## src/hw/sac_pkg.sv

```systemverilog
// sac_pkg: register map, field positions, reset values and types of the
// converter configuration and accumulator block.
// assumes: an 8-bit special-function register port and a single system clock.
`default_nettype none
package sac_pkg;
  // register addresses on the special-function register port
  localparam logic [7:0] ADDR_ACC_CFG = 8'hba;
  localparam logic [7:0] ADDR_CONV_CFG = 8'hbc;
  localparam logic [7:0] ADDR_RES_LOW = 8'hbd;
  localparam logic [7:0] ADDR_RES_HIGH = 8'hbe;
  // reset values
  localparam logic [7:0] CONV_CFG_RESET = 8'hf8;
  localparam logic [7:0] ACC_CFG_RESET = 8'h00;
  localparam logic [15:0] ACC_RESET = 16'h0000;
  // converter_configuration fields
  localparam int DIV_LSB = 3;
  localparam int EIGHT_BIT_POS = 2;
  localparam int TRACK_POS = 1;
  localparam int GAIN_POS = 0;
  // accumulator_configuration fields
  localparam int TWELVE_BIT_POS = 7;
  localparam int ACC_EN_POS = 6;
  localparam int SHIFT_LSB = 3;
  localparam int REPEAT_LSB = 0;
  // timing: delayed tracking adds this many conversion-clock cycles
  localparam logic [1:0] TRACK_DELAY_TICKS = 2'h3;
  // low-power oscillator rate feeding the divider in burst mode
  localparam int LP_OSC_MHZ = 20;
  // codes
  localparam logic [2:0] SHIFT_MAX_RIGHT = 3'h3;
  localparam logic [2:0] SHIFT_LEFT = 3'h4;
  localparam logic [2:0] REPEAT_MAX = 3'h5;
  localparam logic [1:0] RES_8 = 2'h0;
  localparam logic [1:0] RES_10 = 2'h1;
  localparam logic [1:0] RES_12 = 2'h2;
  localparam logic [4:0] LJ_SHIFT_8 = 5'h08;
  localparam logic [4:0] LJ_SHIFT_10 = 5'h06;
  localparam logic [4:0] LJ_SHIFT_12 = 5'h04;

  typedef struct packed {
    logic [4:0] divider;
    logic eightBit;
    logic trackMode;
    logic gainUnity;
    logic twelveBit;
    logic [2:0] shiftSel;
    logic [2:0] repeatSel;
    logic burst;
  } sac_cfg_t;

  typedef enum logic [2:0] {
    SAC_IDLE = 3'b001,
    SAC_TRACK = 3'b010,
    SAC_CONV = 3'b100
  } sac_state_t;
endpackage
`default_nettype wire

```

## src/hw/sac_config_accumulator.sv

```systemverilog
// sac_config_accumulator: conversion clock divider, mode selection,
// conversion sequencing and 16-bit result accumulator for the SAR converter.
// assumes: register port and all inputs synchronous to clock; lpOscTick is a
// one-cycle pulse per low-power oscillator period; the core answers coreStart
// with one coreDone pulse carrying a right-justified result.
//
// Functional notes
// RQ1: conversion clock is source divided by field plus one
// RQ2: source is system clock, or oscillator in burst
// RQ3: eight-bit bit set gives 8-bit, else 10-bit
// RQ4: delayed tracking waits 3 conversion clocks before converting
// RQ5: gain bit clear gives 0.5, set gives unity
// RQ6: twelve-bit bit selects 12-bit resolution
// RQ7: accumulate bit adds results outside burst, else replaces
// RQ8: software clears sum by writing zero to both bytes
// RQ9: accumulate enable bit always reads zero
// RQ10: shift field right-shifts 0-3 or left-justifies result
// RQ11: burst repeat field gives 1 to 64 conversions
// RQ12: software keeps repeat field zero outside burst
// RQ13: burst enable picks burst or single operation
// RQ14: completion flag set per conversion or burst
// RQ15: high byte write loads accumulator upper byte
// RQ16: settings take effect at next start of conversion; the accumulate enable bit is read live when each result lands outside burst
// RQ17: reserved shift and repeat codes act as zero
`default_nettype none
module sac_config_accumulator (
  input wire logic clock,
  input wire logic rstn,
  input wire logic [7:0] sfrAddr,
  input wire logic sfrWrite,
  input wire logic [7:0] sfrWdata,
  input wire logic sfrRead,
  output logic [7:0] sfrRdata,
  input wire logic converterEnable,
  input wire logic burstModeEnable,
  input wire logic startOfConversion,
  input wire logic lpOscTick,
  input wire logic flagClear,
  input wire logic coreDone,
  input wire logic [11:0] coreResult,
  output logic coreStart,
  output logic conversionClockTick,
  output logic [1:0] resolutionSel,
  output logic pgaGainUnity,
  output logic conversionCompleteFlag,
  output logic busy
);
  sac_pkg::sac_state_t state_reg, state_next;
  sac_pkg::sac_cfg_t activeCfg_reg, activeCfg_next, liveCfg;
  logic [7:0] convCfg_reg, convCfg_next, accCfg_reg, accCfg_next;
  logic [15:0] acc_reg, acc_next;
  logic [4:0] divCount_reg, divCount_next;
  logic [1:0] trackCount_reg, trackCount_next;
  logic [6:0] burstCount_reg, burstCount_next, burstTarget;
  logic [7:0] sfrRdata_next;
  logic coreStart_next, convTick_next, flag_next, flagSet, sourceTick, accept;
  logic [1:0] res_next;
  logic gain_next;
  logic [15:0] formatted, sample;
  logic [4:0] ljShift;

  // configuration registers as software sees them
  always_comb begin
    convCfg_next = convCfg_reg;
    accCfg_next = accCfg_reg;
    if (sfrWrite && sfrAddr == sac_pkg::ADDR_CONV_CFG) begin
      convCfg_next = sfrWdata;
    end
    if (sfrWrite && sfrAddr == sac_pkg::ADDR_ACC_CFG) begin
      accCfg_next = sfrWdata;
    end
    liveCfg.divider = convCfg_reg[sac_pkg::DIV_LSB +: 5];
    liveCfg.eightBit = convCfg_reg[sac_pkg::EIGHT_BIT_POS];
    liveCfg.trackMode = convCfg_reg[sac_pkg::TRACK_POS];
    liveCfg.gainUnity = convCfg_reg[sac_pkg::GAIN_POS];
    liveCfg.twelveBit = accCfg_reg[sac_pkg::TWELVE_BIT_POS];
    liveCfg.shiftSel = accCfg_reg[sac_pkg::SHIFT_LSB +: 3];
    if (liveCfg.shiftSel > sac_pkg::SHIFT_LEFT) begin
      liveCfg.shiftSel = 3'h0; // [RQ17]
    end
    liveCfg.repeatSel = accCfg_reg[sac_pkg::REPEAT_LSB +: 3];
    if (liveCfg.repeatSel > sac_pkg::REPEAT_MAX || !burstModeEnable) begin
      liveCfg.repeatSel = 3'h0; // [RQ17] [RQ12]
    end
    liveCfg.burst = burstModeEnable; // [RQ13]
  end

  always_ff @(posedge clock or negedge rstn) begin
    if (!rstn) begin
      convCfg_reg <= sac_pkg::CONV_CFG_RESET;
      accCfg_reg <= sac_pkg::ACC_CFG_RESET;
    end else begin
      convCfg_reg <= convCfg_next;
      accCfg_reg <= accCfg_next;
    end
  end

  // sequencing, divider and accumulator
  always_comb begin
    state_next = state_reg;
    activeCfg_next = activeCfg_reg;
    acc_next = acc_reg;
    divCount_next = divCount_reg;
    trackCount_next = trackCount_reg;
    burstCount_next = burstCount_reg;
    res_next = resolutionSel;
    gain_next = pgaGainUnity;
    coreStart_next = 1'b0;
    convTick_next = 1'b0;
    flagSet = 1'b0;
    sample = {4'h0, coreResult};
    burstTarget = (activeCfg_reg.repeatSel == 3'h0) ? 7'h01 :
                  (7'h01 << (activeCfg_reg.repeatSel + 3'h1)); // [RQ11]
    sourceTick = activeCfg_reg.burst ? lpOscTick : 1'b1; // [RQ2]
    accept = startOfConversion && state_reg == sac_pkg::SAC_IDLE &&
             (converterEnable || burstModeEnable);
    if (sourceTick) begin
      if (divCount_reg >= activeCfg_reg.divider) begin
        divCount_next = 5'h00; // [RQ1]
        convTick_next = 1'b1;
      end else begin
        divCount_next = divCount_reg + 5'h01;
      end
    end
    // software writes; a result landing in the same cycle overrides them
    if (sfrWrite && sfrAddr == sac_pkg::ADDR_RES_HIGH) begin
      acc_next[15:8] = sfrWdata; // [RQ15] [RQ8]
    end
    if (sfrWrite && sfrAddr == sac_pkg::ADDR_RES_LOW) begin
      acc_next[7:0] = sfrWdata; // [RQ8]
    end
    case (state_reg)
      sac_pkg::SAC_IDLE: begin
        if (accept) begin
          activeCfg_next = liveCfg; // [RQ16]
          res_next = liveCfg.twelveBit ? sac_pkg::RES_12 :
                     (liveCfg.eightBit ? sac_pkg::RES_8 : sac_pkg::RES_10); // [RQ3] [RQ6]
          gain_next = liveCfg.gainUnity; // [RQ5]
          divCount_next = 5'h00;
          convTick_next = 1'b0;
          burstCount_next = 7'h00;
          trackCount_next = 2'h0;
          if (liveCfg.trackMode) begin
            state_next = sac_pkg::SAC_TRACK; // [RQ4]
          end else begin
            state_next = sac_pkg::SAC_CONV; // [RQ4]
            coreStart_next = 1'b1;
          end
        end
      end
      sac_pkg::SAC_TRACK: begin
        if (conversionClockTick) begin
          trackCount_next = trackCount_reg + 2'h1;
          if (trackCount_next == sac_pkg::TRACK_DELAY_TICKS) begin
            state_next = sac_pkg::SAC_CONV; // [RQ4]
            coreStart_next = 1'b1;
          end
        end
      end
      sac_pkg::SAC_CONV: begin
        if (coreDone) begin
          if (activeCfg_reg.burst) begin
            acc_next = (burstCount_reg == 7'h00) ? sample : acc_reg + sample; // [RQ11]
          end else begin
            acc_next = accCfg_reg[sac_pkg::ACC_EN_POS] ? acc_reg + sample : sample; // [RQ7]
          end
          if (activeCfg_reg.burst && burstCount_reg + 7'h01 != burstTarget) begin
            burstCount_next = burstCount_reg + 7'h01; // [RQ13]
            trackCount_next = 2'h0;
            if (activeCfg_reg.trackMode) begin
              state_next = sac_pkg::SAC_TRACK;
            end else begin
              coreStart_next = 1'b1;
            end
          end else begin
            flagSet = 1'b1; // [RQ14]
            state_next = sac_pkg::SAC_IDLE;
          end
        end
      end
      default: begin
        state_next = sac_pkg::SAC_IDLE;
      end
    endcase
    // a completion in the clearing cycle still sets the flag
    flag_next = flagSet ? 1'b1 : (flagClear ? 1'b0 : conversionCompleteFlag); // [RQ14]
  end

  always_ff @(posedge clock or negedge rstn) begin
    if (!rstn) begin
      state_reg <= sac_pkg::SAC_IDLE;
      activeCfg_reg <= '0;
      acc_reg <= sac_pkg::ACC_RESET;
      divCount_reg <= 5'h00;
      trackCount_reg <= 2'h0;
      burstCount_reg <= 7'h00;
      resolutionSel <= sac_pkg::RES_10;
      pgaGainUnity <= 1'b0;
      coreStart <= 1'b0;
      conversionClockTick <= 1'b0;
      conversionCompleteFlag <= 1'b0;
      busy <= 1'b0;
    end else begin
      state_reg <= state_next;
      activeCfg_reg <= activeCfg_next;
      acc_reg <= acc_next;
      divCount_reg <= divCount_next;
      trackCount_reg <= trackCount_next;
      burstCount_reg <= burstCount_next;
      resolutionSel <= res_next;
      pgaGainUnity <= gain_next;
      coreStart <= coreStart_next;
      conversionClockTick <= convTick_next;
      conversionCompleteFlag <= flag_next;
      busy <= state_next != sac_pkg::SAC_IDLE;
    end
  end

  // read path; format follows the settings latched at the last start
  always_comb begin
    ljShift = (resolutionSel == sac_pkg::RES_12) ? sac_pkg::LJ_SHIFT_12 :
              ((resolutionSel == sac_pkg::RES_8) ? sac_pkg::LJ_SHIFT_8 : sac_pkg::LJ_SHIFT_10);
    if (activeCfg_reg.shiftSel == sac_pkg::SHIFT_LEFT) begin
      formatted = acc_reg << ljShift; // [RQ10]
    end else if (activeCfg_reg.shiftSel <= sac_pkg::SHIFT_MAX_RIGHT) begin
      formatted = acc_reg >> activeCfg_reg.shiftSel; // [RQ10]
    end else begin
      formatted = acc_reg;
    end
    sfrRdata_next = sfrRdata;
    if (sfrRead) begin
      case (sfrAddr)
        sac_pkg::ADDR_CONV_CFG: sfrRdata_next = convCfg_reg;
        sac_pkg::ADDR_ACC_CFG: begin
          sfrRdata_next = accCfg_reg;
          sfrRdata_next[sac_pkg::ACC_EN_POS] = 1'b0; // [RQ9]
        end
        sac_pkg::ADDR_RES_HIGH: sfrRdata_next = formatted[15:8];
        sac_pkg::ADDR_RES_LOW: sfrRdata_next = formatted[7:0];
        default: sfrRdata_next = 8'h00;
      endcase
    end
  end

  always_ff @(posedge clock or negedge rstn) begin
    if (!rstn) begin
      sfrRdata <= 8'h00;
    end else begin
      sfrRdata <= sfrRdata_next;
    end
  end
endmodule
`default_nettype wire

```

## config.mk

```make
export PLATFORM = sky130hd
export DESIGN_NAME = sac_config_accumulator
export DESIGN_NICKNAME = d
export VERILOG_FILES = /design/src/hw/sac_pkg.sv /design/src/hw/sac_config_accumulator.sv
export SDC_FILE = /design/constraint.sdc
export NUM_CORES = 1
export LEC_CHECK = 0
export BUFFER_PORTS_ARGS = -buffer_cell sky130_fd_sc_hd__buf_2
export CORE_MARGIN = 2
export CORE_UTILIZATION = 40
export CTS_CLUSTER_DIAMETER = 150
export CTS_CLUSTER_SIZE = 8
export DETAILED_ROUTE_END_ITERATION = 8
export PLACE_DENSITY_LB_ADDON = 0.08
export SLEW_MARGIN = 20
export SYNTH_ARGS = -nofsm -noshare
export SYNTH_HDL_FRONTEND = slang
export SYNTH_SLANG_ARGS = --single-unit
```

## constraint.sdc

```tcl
create_clock -name clock -period 2.5 [get_ports clock]
set_clock_uncertainty 0.05 [all_clocks]
set_input_delay 0.25 -clock clock [delete_from_list [all_inputs] [get_ports clock]]
set_output_delay 0.25 -clock clock [all_outputs]
set_load 0.01 [all_outputs]
```

After elaboration in Yosys (flattened, before gate mapping):

Cells that the tools add are included.

* flip-flop bits (word level): 77
* word-level logic and storage cells: 122

* equal/unequal tests: 16
* order comparisons: 4
* $add $sub $neg: 5
* mux-type cells: 56
* shift-type cells: 3
* reduce and logical (&&, ||, !) cells: 19

Operators by type and width (count)
* $mux W16: 7
* $eq A8 B8 Y1 const B: 4
* $pmux W8 S4: 1
* $mux W7: 4
* $mux W3: 9
* $mux W5: 4
* $mux W1: 18
* $add A16 B12 Y16: 1
* $mux W8: 2
* $shl A16 B4 Y16: 1
* $shr A16 B3 Y16: 1
* $pmux W7 S2: 1
* $mux W2: 5
* $pmux W3 S3: 1
* $mux W4: 2
* $ne A2 B2 Y1 const B: 4
* $add A7 B1 Y7 const B: 1
* $logic_and A1 B1 Y1: 7
* $logic_not A7 Y1: 1
* $ne A7 B7 Y1: 1
* $shl A1 B3 Y7 const A: 1
* $eq A3 B3 Y1 const B: 2
* $gt A3 B3 Y1 const B: 2
* $pmux W2 S3: 1
* 19 further kinds: 22

Longest topological paths before layout:

* depth after elaboration: 9
* depth in mapped cells: 10
* gate-level depth less buffers: 10

Least setup slack after synthesis:

Ideal clock, no wire load.

* kind: register to register
* start: register acc_reg[0]
* end: register acc_reg[12]
* buffers on the path: 0
* slack: 0.210 ns
* arrival time: 2.114 ns
* stages on the path, launching flop included: 11
* clock period less this slack: 2.290 ns
* cells stage by stage: dfrtp_1 > ha_1 > inv_1 > fa_1 > nor2b_1 > o21ai_0 > nand2b_1 > a21oi_1 > o31ai_1 > o21ai_0 > a221o_1

* word-level cells in the longest chain between the ends: 5
* elaborated cells on any way between the ends: 6
* classes of those cells: add/sub (1); mux (5)

Ends and longest elaborated chain
* start, declared: line sac_config_accumulator.sv:51 `logic [15:0] acc_reg, acc_next;`
* start signal, assigned: line sac_config_accumulator.sv:193 `acc_reg <= sac_pkg::ACC_RESET;`
* start signal, assigned: line sac_config_accumulator.sv:206 `acc_reg <= acc_next;`
* $add A16 B12 Y16 *: line sac_config_accumulator.sv:163, sac_config_accumulator.sv:165
* $mux W16 (on tied branches): line sac_config_accumulator.sv:165, sac_config_accumulator.sv:163
* $mux W16 *: line sac_config_accumulator.sv:162 `if (activeCfg_reg.burst) begin`
* $mux W16 *: line sac_config_accumulator.sv:161 `if (coreDone) begin`
* $mux W16 *: line sac_config_accumulator.sv:132 `case (state_reg)`
* net acc_next[12]: line sac_config_accumulator.sv:51

The timed path passes the listed nets; every way through them passes the cells marked *.
A chain may end at the register's enable or synchronous reset.

Worst setup path in the final report:

* start: register burstCount_reg[1]
* end: register burstCount_reg[4]

* word-level cells in the longest chain between the ends: 5
* elaborated cells on any way between the ends: 8
* classes of those cells: add/sub (1); eq/ne (2); mux (3); reduce/logical (2)

Ends and longest elaborated chain
* start, declared: line sac_config_accumulator.sv:54 `logic [6:0] burstCount_reg, burstCount_next, burstTarget;`
* start signal, assigned: line sac_config_accumulator.sv:209 `burstCount_reg <= burstCount_next;`
* $add A7 B1 Y7 *: line sac_config_accumulator.sv:167, sac_config_accumulator.sv:168
* $ne A7 B7 Y1: line sac_config_accumulator.sv:167 `if (activeCfg_reg.burst && burstCount_reg + 7'h01 != burstTarget) begin`
* $logic_and A1 B1 Y1: line sac_config_accumulator.sv:167
* $ne A2 B2 Y1 (no line)
* $reduce_and A4 Y1 (no line)

Every way passes the cells marked *; elsewhere a longest branch is shown, timed or not. The select of a mux whose other input is x is not followed.

==> results.json <==
{
  "fin_util_pct": 48.6,
  "finalSetupViolCount": 0,
  "synth_largest_area_cell": "dfrtp_1",
  "antenna_found_initial": 0,
  "synth_cell_types": 65,
  "vias_per_cell": 5.56,
  "yosysSeqAreaShare_pct": 35.2,
  "start_kind": "register",
  "grt_pass1_vias": 4616,
  "drc_errors": 0,
  "pin_count": 53,
  "grt_max_degree": 50,
  "path_max_fanout": 7,
  "dp_cells": 849,
  "cts_tree": "yes",
  "rsz0062_at_grt": "no",
  "wl_per_cell_um": 17.4,
  "row_count": 42,
  "area_growth_pct": 17.9,
  "total_power_mw": 5.82,
  "synth_edf_count": 0,
  "core_area_mm2": 0.0133,
  "routed_wirelength_um": 15100,
  "min_period_ns": 2.37,
  "start_util_pct": 41.2,
  "cts.clk_slew.worst_paths_ns": 0.06,
  "slew_violations": 0,
  "synth-seq-cells": 77,
  "drt_iter0_markers": 283,
  "h-tree-depth": 3,
  "avgSynthCellArea_um2": 8.83,
  "yosys-top-cells-area": "dfrtp_1 32%, mux2i_1 6.5%, mux2_2 6.5%",
  "end_kind": "register",
  "syn_nets": 683,
  "crit_required_ns": 2.68,
  "cp_slowest_cell": "dfrtp_1",
  "grt_overflow": 0,
  "antenna_cells": 0,
  "cts_buffer_depth": 2,
  "grtUsageTotal_pct": 21.1,
  "nets": 748,
  "hold_viol_final": 0,
  "postRouteAntennaNets": 0,
  "synth-async-reset-ratio_pct": 100,
  "setup_tns_ns": 0,
  "synthMostInstantiatedCell": "nand2_1",
  "tightestPinTransition_ns": 0.647,
  "finalCritPeriodShare_pct": 94.9,
  "arrival_ns": 2.55,
  "ys_warn_count": 0,
  "final_cells": 869,
  "critPathTopFamily": "multiplexers",
  "pre_cts_ws_ns": -0.0223,
  "p_leak_nw": 2.86,
  "cpPeakStageDelay_ns": 0.41,
  "crit_path_cell_trace": "ha_4, nand3_1, xor2_2, mux2i_1, mux2_4, o31ai_4, buf_4, o21ai_4, mux2_2",
  "fmax_mhz": 421,
  "min_path_type": "input pin to register",
  "synthFlopType": "dfrtp_1",
  "cp_num_buf_inv": 1,
  "dieArea_mm2": 0.0147,
  "cts-root-buf": "clkbuf_16",
  "grt_pass1_wl_um": 24100,
  "io_buffers": 52,
  "num_vias": 4832,
  "largest_register_ffs": 16,
  "critical_path_class": "register to register",
  "clk_latency_ns": 0.35,
  "syn_area_mm2": 0.00550,
  "peakVddDrop_uv": 421,
  "dieWidth_um": 121,
  "layout-drive-gt1-share_pct": 23.5,
  "synth_top_cell_area_share_pct": 31.8,
  "slew_headroom_pct": 56.5,
  "synth_common_cells": "82 x nand2_1, 70 x dfrtp_1, 46 x nor2_1",
  "worst_slack_ns": 0.126,
  "clock_sinks": 77,
  "maxCapViolations": 0,
  "outcome": "completed",
  "dp_hpwl_um": 11400,
  "fp.dieH_um": 121,
  "gp_congestion": 0.829,
  "numCtsBuffers": 9,
  "drt_pass1_iterations": 5,
  "p_per_area_mw_per_mm2": 897,
  "synth_cells": 623
}
==> stage by stage <==
| step | cell area [um^2] | hold slack (ns) |
|---|---|---|
| 6_report | 6480 | 0.0545 |
| 5_1_grt | 6480 | 0.0713 |
| 4_1_cts | 6430 | 0.0552 |
| 3_5_place_dp | 6100 | 0.278 |
| 3_3_place_gp | 6100 | 0.279 |
| 2_1_floorplan | 5500 | -0.0956 |
==> power breakdown <==
group	total, mW	switching, mW	internal [mW]
Clock	1.39	0.576	0.818
Combinational	2.65	1.48	1.17
Sequential	1.77	0.305	1.46
==> kinds of logic after synthesis <==
family | count (synthesis) | share of synthesized area, %
compound gates | 164 | 19.6
xor+xnor | 20 | 3.18
fa+ha+maj | 22 | 5.14
buf+inv | 64 | 4.55
flops | 77 | 35.2
mux | 72 | 14.6
simple gates | 204 | 17.7
==> worst paths after layout <==
| path | to | slack, ns | cells past startpoint | startpoint |
|---|---|---|---|---|
| setup / recovery | burstCount_reg[4] | 0.13 | 9 | burstCount_reg[1] |
| hold / removal | conversionCompleteFlag | 0.05 | 2 | flagClear |
| setup reg to reg | burstCount_reg[4] | 0.13 | 9 | burstCount_reg[1] |
| hold reg to reg | resolutionSel[0] | 0.40 | 1 | convCfg_reg[2] |
| max in group asynchronous | state_reg[0] | 1.32 | 3 | rstn |
| min in group asynchronous | divCount_reg[2] | 0.42 | 2 | rstn |
==> cells in the final DEF, fill, tap and decap left out, types with 9 or more instances in the layout <==
cell type  synthesis  final
nand2_1           82     82
dfrtp_1           70     69
buf_2              2     51
nor2_1            46     46
o21ai_0           39     38
mux2i_1           36     36
a21oi_1           35     34
buf_4              0     34
mux2_2            32     32
inv_1             31     31
ha_1              21     20
nand3_1           13     13
nor3_1            12     12
xnor2_1           12     12
a31oi_1           12     11
a211oi_1          10     10
nor2b_1            9      9
o22ai_1            9      9
clkbuf_16          0      9
==> per-layer routing <==
metal  vias to the layer above  wire length [um]  GRT usage, %
met2                       122              6600          31.6
met5                         -                 0             0
met1                      2301              7350          29.9
met3                        32               688          3.76
met4                         0               475          8.84
li1                       2377                 -             -
==> worst reg2reg max path, stage by stage (launching register included) <==
cell	delay [ns]
dfrtp_1	0.41
ha_4	0.18
nand3_1	0.12
xor2_2	0.25
mux2i_1	0.21
mux2_4	0.18
o31ai_4	0.06
buf_4	0.18
o21ai_4	0.26
mux2_2	0.37
==> cell type report <==
cell class | instances | area (um^2)
tap | 176 | 220
inverter | 31 | 116
timing repair buffer | 87 | 541
clock buffer | 11 | 243
fill | 1341 | 6860
sequential | 77 | 1940
multi-input combinational | 482 | 3360
clock inverter | 5 | 67.6
==> what timing repair did <==
item	CTS	global route
hold buffers	1	0
buffers inserted	0	3
setup endpoints to repair	1	9
pin swaps	0	4
resized for setup	1	7
endpoints found under the hold margin	42	0
(Power assumes the default switching activity.)
